[src/mjc_regs.vh]
`ifndef MJC_REGS_VH
`define MJC_REGS_VH

// ----------------------------------------
// Register map (byte addresses)
// ----------------------------------------
`define MJC_CTRL_ADDR 8'h00
`define MJC_STAT_ADDR 8'h04
`define MJC_LOOP_ADDR 8'h08
`define MJC_ID_ADDR 8'h0c

// ----------------------------------------
// Field positions
// ----------------------------------------
`define MJC_CTRL_OVR_BIT 0
`define MJC_CTRL_LED_BIT 1
`define MJC_CTRL_LOOPEN_BIT 2
`define MJC_STAT_SWITCH_BIT 0
`define MJC_STAT_PORTEN_BIT 1
`define MJC_STAT_CFGLED_BIT 2
`define MJC_STAT_LOOPIN_BIT 3

// ----------------------------------------
// Reset values
// ----------------------------------------
`define MJC_CTRL_RST 3'h0
`define MJC_LOOP_DIV_RST 16'h0001
// Identification value is arbitrary
`define MJC_ID_VALUE 32'h4d4a4301

// ----------------------------------------
// Timing
// ----------------------------------------
`define MJC_CLK_MHZ 40
`define MJC_XTAL_KHZ 32000
`define MJC_XTAL_PPM 50

// AXI response codes
`define MJC_RESP_OKAY 2'h0
`define MJC_RESP_SLVERR 2'h2

`endif

[src/mjc_mode_ctrl.v]
// Summary of operation
// - Switch to computer side enables programming port
// - Switch to user side: enable net low unless override is set
// - Enable net is switch OR override
// - Floating or high override keeps port enabled
// - Sense reads one when port enabled
// - Config lamp lit only in configuration mode
// - User lamp driven freely by design
// - Crystal clock feeds synchronous logic
// - Clock loop output returns to global input
`timescale 1ns/1ps
`include "mjc_regs.vh"

module mjc_mode_ctrl (
	ref_clk,
	rst_b,
	switch_cfg,
	ovr_o,
	ovr_oe,
	port_en,
	sense_in,
	cfg_led,
	user_led,
	loop_out,
	loop_in,
	s_axi_awaddr,
	s_axi_awvalid,
	s_axi_awready,
	s_axi_wdata,
	s_axi_wstrb,
	s_axi_wvalid,
	s_axi_wready,
	s_axi_bresp,
	s_axi_bvalid,
	s_axi_bready,
	s_axi_araddr,
	s_axi_arvalid,
	s_axi_arready,
	s_axi_rdata,
	s_axi_rresp,
	s_axi_rvalid,
	s_axi_rready
);
	input wire ref_clk;
	input wire rst_b;
	input wire switch_cfg;
	output wire ovr_o;
	output wire ovr_oe;
	output wire port_en;
	input wire sense_in;
	output wire cfg_led;
	output reg user_led;
	output reg loop_out;
	input wire loop_in;
	input wire [7:0] s_axi_awaddr;
	input wire s_axi_awvalid;
	output wire s_axi_awready;
	input wire [31:0] s_axi_wdata;
	input wire [3:0] s_axi_wstrb;
	input wire s_axi_wvalid;
	output wire s_axi_wready;
	output reg [1:0] s_axi_bresp;
	output reg s_axi_bvalid;
	input wire s_axi_bready;
	input wire [7:0] s_axi_araddr;
	input wire s_axi_arvalid;
	output wire s_axi_arready;
	output reg [31:0] s_axi_rdata;
	output reg [1:0] s_axi_rresp;
	output reg s_axi_rvalid;
	input wire s_axi_rready;

	// ----------------------------------------
	// Control register
	// ----------------------------------------
	reg [2:0] ctrl_q;
	reg [15:0] div_q;
	reg [15:0] div_cnt_q;
	reg [7:0] aw_q;
	reg aw_have_q;
	reg [31:0] w_q;
	reg [3:0] ws_q;
	reg w_have_q;

	// Override is open drain: drive low to release the port, else float
	// so the pull-up holds the port enabled.
	assign ovr_o = 1'b0;
	assign ovr_oe = ~ctrl_q[`MJC_CTRL_OVR_BIT];

	// Board-level OR of switch and override, as the pull-up resolves it.
	assign port_en = switch_cfg | ~ovr_oe;
	assign cfg_led = switch_cfg;

	// ----------------------------------------
	// Input synchronisers
	// ----------------------------------------
	// Third stage lets a change count only when stages two and three agree.
	reg [2:0] sense_sync_q;
	reg [2:0] loop_sync_q;
	reg sense_q;
	reg loop_q;
	always @(posedge ref_clk or negedge rst_b) begin
		if (!rst_b) begin
			sense_sync_q <= 3'h0;
			loop_sync_q <= 3'h0;
			sense_q <= 1'b0;
			loop_q <= 1'b0;
		end else begin
			sense_sync_q <= {sense_sync_q[1:0], sense_in};
			loop_sync_q <= {loop_sync_q[1:0], loop_in};
			if (sense_sync_q[1] == sense_sync_q[2]) begin
				sense_q <= sense_sync_q[2];
			end
			if (loop_sync_q[1] == loop_sync_q[2]) begin
				loop_q <= loop_sync_q[2];
			end
		end
	end

	// ----------------------------------------
	// Clock loop divider
	// ----------------------------------------
	// Loop output toggles every div_q+1 cycles; the returned copy is only
	// sampled here, since this block keeps a single clock.
	always @(posedge ref_clk or negedge rst_b) begin
		if (!rst_b) begin
			div_cnt_q <= 16'h0000;
			loop_out <= 1'b0;
		end else if (!ctrl_q[`MJC_CTRL_LOOPEN_BIT]) begin
			div_cnt_q <= 16'h0000;
			loop_out <= 1'b0;
		end else if (div_cnt_q >= div_q) begin
			div_cnt_q <= 16'h0000;
			loop_out <= ~loop_out;
		end else begin
			div_cnt_q <= div_cnt_q + 16'h0001;
		end
	end

	// ----------------------------------------
	// AXI4-Lite write
	// ----------------------------------------
	assign s_axi_awready = ~aw_have_q & ~s_axi_bvalid;
	assign s_axi_wready = ~w_have_q & ~s_axi_bvalid;

	always @(posedge ref_clk or negedge rst_b) begin
		if (!rst_b) begin
			aw_q <= 8'h00;
			aw_have_q <= 1'b0;
			w_q <= 32'h00000000;
			ws_q <= 4'h0;
			w_have_q <= 1'b0;
			s_axi_bvalid <= 1'b0;
			s_axi_bresp <= 2'h0;
			ctrl_q <= `MJC_CTRL_RST;
			div_q <= `MJC_LOOP_DIV_RST;
			user_led <= 1'b0;
		end else begin
			if (s_axi_awvalid && s_axi_awready) begin
				aw_q <= s_axi_awaddr;
				aw_have_q <= 1'b1;
			end
			if (s_axi_wvalid && s_axi_wready) begin
				w_q <= s_axi_wdata;
				ws_q <= s_axi_wstrb;
				w_have_q <= 1'b1;
			end
			if (aw_have_q && w_have_q) begin
				aw_have_q <= 1'b0;
				w_have_q <= 1'b0;
				s_axi_bvalid <= 1'b1;
				s_axi_bresp <= `MJC_RESP_OKAY;
				case (aw_q)
				`MJC_CTRL_ADDR: begin
					if (ws_q[0]) begin
						ctrl_q <= w_q[2:0];
						user_led <= w_q[`MJC_CTRL_LED_BIT];
					end
				end
				`MJC_LOOP_ADDR: begin
					if (ws_q[0]) begin
						div_q[7:0] <= w_q[7:0];
					end
					if (ws_q[1]) begin
						div_q[15:8] <= w_q[15:8];
					end
				end
				`MJC_STAT_ADDR, `MJC_ID_ADDR: begin
					s_axi_bresp <= `MJC_RESP_OKAY;
				end
				default: begin
					s_axi_bresp <= `MJC_RESP_SLVERR;
				end
				endcase
			end else if (s_axi_bvalid && s_axi_bready) begin
				s_axi_bvalid <= 1'b0;
			end
		end
	end

	// ----------------------------------------
	// AXI4-Lite read
	// ----------------------------------------
	assign s_axi_arready = ~s_axi_rvalid;

	always @(posedge ref_clk or negedge rst_b) begin
		if (!rst_b) begin
			s_axi_rvalid <= 1'b0;
			s_axi_rdata <= 32'h00000000;
			s_axi_rresp <= 2'h0;
		end else if (s_axi_arvalid && s_axi_arready) begin
			s_axi_rvalid <= 1'b1;
			s_axi_rresp <= `MJC_RESP_OKAY;
			case (s_axi_araddr)
			`MJC_CTRL_ADDR: begin
				s_axi_rdata <= {29'h0, ctrl_q[2], user_led, ctrl_q[0]};
			end
			`MJC_STAT_ADDR: begin
				s_axi_rdata <= {28'h0, loop_q, cfg_led, port_en, sense_q};
			end
			`MJC_LOOP_ADDR: begin
				s_axi_rdata <= {16'h0000, div_q};
			end
			`MJC_ID_ADDR: begin
				s_axi_rdata <= `MJC_ID_VALUE;
			end
			default: begin
				s_axi_rdata <= 32'h00000000;
				s_axi_rresp <= `MJC_RESP_SLVERR;
			end
			endcase
		end else if (s_axi_rvalid && s_axi_rready) begin
			s_axi_rvalid <= 1'b0;
		end
	end
endmodule

[config.mk]
export PLATFORM = sky130hd
export DESIGN_NAME = mjc_mode_ctrl
export DESIGN_NICKNAME = d
export VERILOG_FILES = /design/src/mjc_mode_ctrl.v
export VERILOG_INCLUDE_DIRS = /design/src
export SDC_FILE = /design/constraint.sdc
export NUM_CORES = 1
export LEC_CHECK = 0
export ABC_AREA = 1
export BUFFER_PORTS_ARGS = -buffer_cell sky130_fd_sc_hd__buf_2
export CAP_MARGIN = 20
export CORE_MARGIN = 1
export CORE_UTILIZATION = 43
export DETAILED_ROUTE_END_ITERATION = 6
export HOLD_SLACK_MARGIN = 0.15
export PLACE_DENSITY = 0.65
export SLEW_MARGIN = 25
export SYNTH_ARGS = -nofsm -noshare
export SYNTH_HDL_FRONTEND = slang
export SYNTH_SLANG_ARGS = --single-unit
[constraint.sdc]
create_clock -name ref_clk -period 4.1 [get_ports ref_clk]
set_clock_uncertainty 0.1 [all_clocks]
set_input_delay 0.205 -clock ref_clk [delete_from_list [all_inputs] [get_ports ref_clk]]
set_output_delay 0.205 -clock ref_clk [all_outputs]
set_load 0.05 [all_outputs]
==> impl_metrics.prom <==
# TYPE chip_impl_metric gauge
chip_impl_metric{name="worstPathMaxFanout",unit=""} 12
chip_impl_metric{name="postSynth.asyncResetShare",unit=""} 1.000
chip_impl_metric{name="ys_ff_latch",unit=""} 93
chip_impl_metric{name="power.ir.vdd_worst",unit="mV"} 0.5734
chip_impl_metric{name="area_share_of_the_leading_cell_type_in_the_synthesized_netlist",unit=""} 0.5125
chip_impl_metric{name="antenna_nets_post_route",unit=""} 0
chip_impl_metric{name="syn-mean-instance-area",unit="µm²"} 9.167
chip_impl_info{name="critical_path.reg2reg.startpoint",value="div_q[0]$_DFFE_PN1P_"} 1
chip_impl_metric{name="grt_max_degree",unit=""} 61
chip_impl_metric{name="floorplan.rows",unit=""} 36
chip_impl_metric{name="required",unit="ns"} 4.25
chip_impl_metric{name="cts_made_buffers",unit=""} 9
chip_impl_info{name="critical_path.most_common_cell",value="nand2_1"} 1
chip_impl_metric{name="synth_enable_flop_cells",unit=""} 0
chip_impl_metric{name="crit_path_max_incr_delay",unit="ns"} 0.57
chip_impl_metric{name="routability_congestion_estimate",unit=""} 0.8550
chip_impl_metric{name="fmax",unit="MHz"} 491.7
chip_impl_metric{name="placement.setup.worst_slack",unit="ns"} 2.108
chip_impl_metric{name="grt_antenna_before_repair",unit=""} 0
chip_impl_metric{name="detailroute.via_count",unit=""} 3497
chip_impl_info{name="path_class",value="flip-flop to flip-flop"} 1
chip_impl_info{name="run_status",value="complete, no violations"} 1
chip_impl_info{name="tritoncts",value="yes"} 1
chip_impl_metric{name="r2r_cells",unit=""} 11
chip_impl_metric{name="setup_total_negative_slack",unit="ns"} 0
chip_impl_metric{name="syn_to_final_growth",unit="%"} 21.09
chip_impl_metric{name="wire_per_inst",unit="µm"} 12.30
chip_impl_metric{name="leakagePower",unit="nW"} 2.761
chip_impl_metric{name="setup_ws",unit="ns"} 2.066
chip_impl_metric{name="overflow_left_after_global_routing",unit=""} 0
chip_impl_metric{name="layout.filler_cells",unit=""} 901
chip_impl_metric{name="power.density",unit="nW/µm²"} 455.0
chip_impl_metric{name="design.core.area",unit="µm²"} 9955
chip_impl_info{name="most_used_flip_flop_cell_after_synthesis",value="dfrtp_1"} 1
chip_impl_info{name="hold-path-endpoint",value="s_axi_rdata[27]$_DFFE_PN0P_"} 1
chip_impl_metric{name="detail_route.vias_per_cell",unit=""} 4.777
chip_impl_metric{name="drt_pre_antenna_iters",unit=""} 4
chip_impl_info{name="synth_common_cells",value="nand2_1 (99), dfrtp_1 (92), inv_1 (65)"} 1
chip_impl_metric{name="synthAdderAreaFrac",unit=""} 0.05181
chip_impl_info{name="combinational_family_with_the_most_area_after_synthesis",value="simple AND/OR/NAND/NOR gates"} 1
chip_impl_metric{name="syn_area",unit="µm²"} 4492
chip_impl_metric{name="critPathBufInv",unit=""} 0
chip_impl_metric{name="post_cts.resized_instances",unit=""} 0
chip_impl_info{name="r2r_end",value="loop_out$_DFFE_PN0P_"} 1
chip_impl_info{name="hold_class",value="input pin to flip-flop"} 1
chip_impl_info{name="netlist.top_cell.by_area",value="dfrtp_1"} 1
chip_impl_info{name="timing.hold.worst.start",value="s_axi_araddr[2]"} 1
chip_impl_metric{name="final_max_slew_viol_count",unit=""} 0
chip_impl_metric{name="first_global_vias",unit=""} 3337
chip_impl_info{name="critical_path.startpoint_type",value="flip-flop"} 1
chip_impl_info{name="crit_path_cell_trace",value="ha_1 > nand2_1 > nor2_1 > nor2_1 > nand2_1 > nand2_1 > nand2_1 > nand2_1 > nand2_2 > nand2_1 > nand2_1"} 1
chip_impl_metric{name="drt_iter0_markers",unit=""} 224
chip_impl_metric{name="final_core_util",unit=""} 0.5464
chip_impl_metric{name="cts_hold_repair.buffers",unit=""} 32
chip_impl_metric{name="io_buffer_count",unit=""} 78
chip_impl_metric{name="period_minus_slack",unit="ns"} 2.034
chip_impl_metric{name="clock_tree.buffer_depth",unit=""} 2
chip_impl_metric{name="worstSkewPairLatency",unit="ns"} 0.36
chip_impl_metric{name="drive_above_1_share",unit=""} 0.2304
chip_impl_metric{name="synth_cells",unit=""} 490
chip_impl_metric{name="synth_compound_gate_area_share",unit=""} 0.1003
chip_impl_metric{name="initial_utilization",unit=""} 0.4512
chip_impl_metric{name="groute.usage.overall",unit=""} 0.1803
chip_impl_metric{name="max_slew_margin",unit=""} 0.5126
chip_impl_metric{name="final_hold_slack",unit="ns"} 0.1660
chip_impl_info{name="critical_path.slowest_cell",value="dfstp_2"} 1
chip_impl_metric{name="pwr-share-seq",unit=""} 0.473
chip_impl_metric{name="yosys.area_share.xor_xnor",unit=""} 0.009749
chip_impl_metric{name="routed_wl",unit="µm"} 9000
chip_impl_metric{name="die_area",unit="µm²"} 10860
chip_impl_metric{name="yosys.cell_types.count",unit=""} 39
chip_impl_metric{name="timing_worst_slew_pin_value",unit="ns"} 0.7311
chip_impl_metric{name="clock_power_share",unit=""} 0.266
chip_impl_metric{name="comb_power_share",unit=""} 0.260
chip_impl_metric{name="synth_sequential_area_ratio",unit=""} 0.5184
chip_impl_metric{name="fp.dieH",unit="µm"} 104.2
chip_impl_metric{name="synthesis.yosys.warnings",unit=""} 0
chip_impl_metric{name="number_of_post_cts_setup_repair_buffers",unit=""} 0
chip_impl_metric{name="numClockSinks",unit=""} 93
chip_impl_metric{name="grt_pass1_wl",unit="µm"} 15510
chip_impl_info{name="synth.top_cells.by_area",value="dfrtp_1 (51%), nand2_1 (8.3%), inv_1 (5.4%), ha_1 (4.7%), nor2_1 (4.7%)"} 1
chip_impl_metric{name="intPower",unit="mW"} 1.614
chip_impl_metric{name="clock_tree.htree_level_count",unit=""} 3
chip_impl_metric{name="die_width",unit="µm"} 104.2
chip_impl_metric{name="regToRegSetupSlack",unit="ns"} 2.07
chip_impl_metric{name="min_delay_path_depth",unit=""} 3
chip_impl_metric{name="netSwitchingFraction",unit=""} 0.3477
chip_impl_metric{name="timing.final.setup_violations",unit=""} 0
chip_impl_info{name="root_buffer",value="clkbuf_8"} 1
chip_impl_metric{name="final_nets",unit=""} 673
chip_impl_metric{name="total_switching_power",unit="mW"} 0.8605
chip_impl_metric{name="synthSimpleGateAreaFrac",unit=""} 0.1955
chip_impl_metric{name="layout_worst_path_cycle_share",unit=""} 0.4961
chip_impl_metric{name="drcViolationCount",unit=""} 0
chip_impl_metric{name="worst-endpoint-arrival",unit="ns"} 2.19
chip_impl_info{name="largest_delay_contributor_family_on_the_critical_path",value="simple AND/OR/NAND/NOR gates"} 1
chip_impl_metric{name="boundary_pin_count",unit=""} 109
chip_impl_metric{name="num_antenna_cells",unit=""} 0
chip_impl_info{name="critical_path.endpoint_type",value="flip-flop"} 1
chip_impl_metric{name="max_cap_viol_count",unit=""} 0
chip_impl_metric{name="post-dp-hpwl",unit="µm"} 6366
chip_impl_metric{name="synth.mux.area_fraction",unit=""} 0.02256
chip_impl_metric{name="clk_transition_reported_paths",unit="ns"} 0.09
chip_impl_metric{name="final-hold-violation-count",unit=""} 0
chip_impl_info{name="post-synth-top-count-cell",value="nand2_1"} 1
chip_impl_info{name="rsz0062_at_grt",value="no"} 1
kinds of logic after synthesis:
| family | Yosys count |
|---|---|
| xor gates and xnor gates | 5 |
| AOI/OAI and AO/OA | 67 |
| other | 1 |
| DFF | 93 |
| and+or+nand+nor | 201 |
| muxes | 9 |
| adders and majority gates | 19 |
| buffers and inverters | 95 |
cell usage in the layout, fill, tap and decap left out, drive strengths merged, types with 2 or more instances in the layout:
cell         netlist  layout
clkinv             1       4
nand2            100     100
a21oi             23      23
nand3             29      29
mux2               9       9
nor2              62      62
ha                17      17
dlygate4sd3        0      32
dfrtp             92      92
conb               1      12
o21ai             28      28
nor3               5       5
xnor2              2       2
a22o               3       3
o31ai              9       9
maj3               2       2
buf               25      79
xor2               3       3
nand4              2       2
clkbuf             4      11
inv               65      66
power by group through the flow:
| stage | logic, mW | registers, mW | clock network, mW |
|---|---|---|---|
| 6_report | 0.644 | 1.17 | 0.659 |
| 5_1_grt | 0.719 | 1.19 | 0.706 |
| 4_1_cts | 0.651 | 1.17 | 0.672 |
| 3_5_place_dp | 0.623 | 1.19 | 0 |
| 3_3_place_gp | 0.607 | 1.18 | 0 |
| 2_1_floorplan | 0.444 | 1.22 | 0 |
layer usage:
metal / global-route usage / share of wire / up-vias
met1: 0.2435 / 0.47 / 1639
met2: 0.2924 / 0.47 / 104
met5: 0 / 0 / -
met3: 0.03070 / 0.043 / 13
met4: 0.06429 / 0.015 / 0
li1: - / - / 1741
tightest hold or removal path, delay by kind of cell:
| kind | cells | cell delay (ns) |
|---|---|---|
| compound gates | 1 | 0.09 |
| buf+inv | 1 | 0.13 |
| simple gates | 1 | 0.15 |
registers in the layout, indices dropped and copies added, names as in the netlist, 3 cells and up:
register / cells
sense_sync_q: 3
w_q: 16
loop_sync_q: 3
s_axi_rdata: 17
aw_q: 8
div_q: 16
ctrl_q: 3
div_cnt_q: 16
how the worst max path moves through the flow:
stage                                        start  depth (start not counted)  slack, ns                    to
final                         div_q[0]$_DFFE_PN1P_                         11       2.07  loop_out$_DFFE_PN0P_
after global routing          div_q[2]$_DFFE_PN0P_                         12       1.89  loop_out$_DFFE_PN0P_
after CTS                     div_q[0]$_DFFE_PN1P_                         11       2.06  loop_out$_DFFE_PN0P_
after detailed placement    div_cnt_q[7]$_DFF_PN0_                          8       2.11  loop_out$_DFFE_PN0P_
after global placement        div_q[0]$_DFFE_PN1P_                         11       2.12  loop_out$_DFFE_PN0P_
after floorplan           s_axi_bvalid$_DFFE_PN0P_                          3       1.78   aw_q[0]$_DFFE_PN0P_
final cells by class:
| class | count | area, µm² | share of cell area |
|---|---|---|---|
| flip-flops and latches | 93 | 2328 | 0.4281 |
| repair buffers | 111 | 720.7 | 0.1325 |
| multi-input cells | 313 | 1757 | 0.3230 |
| inverters | 66 | 247.7 | 0.04555 |
| clock buffers | 11 | 151.4 | 0.02784 |
| well taps | 133 | 166.4 | 0.03060 |
| clock inverters | 5 | 67.56 | 0.01242 |
stage by stage:
stage / cell area, µm² / cells / power (mW)
2_1_floorplan: 4533 / 501 / 1.660
3_3_place_gp: 4895 / 684 / 1.790
3_5_place_dp: 4895 / 684 / 1.814
4_1_cts: 5434 / 732 / 2.495
5_1_grt: 5439 / 732 / 2.619
6_report: 5439 / 732 / 2.475
No activity file was read; power rests on OpenSTA's default activity.
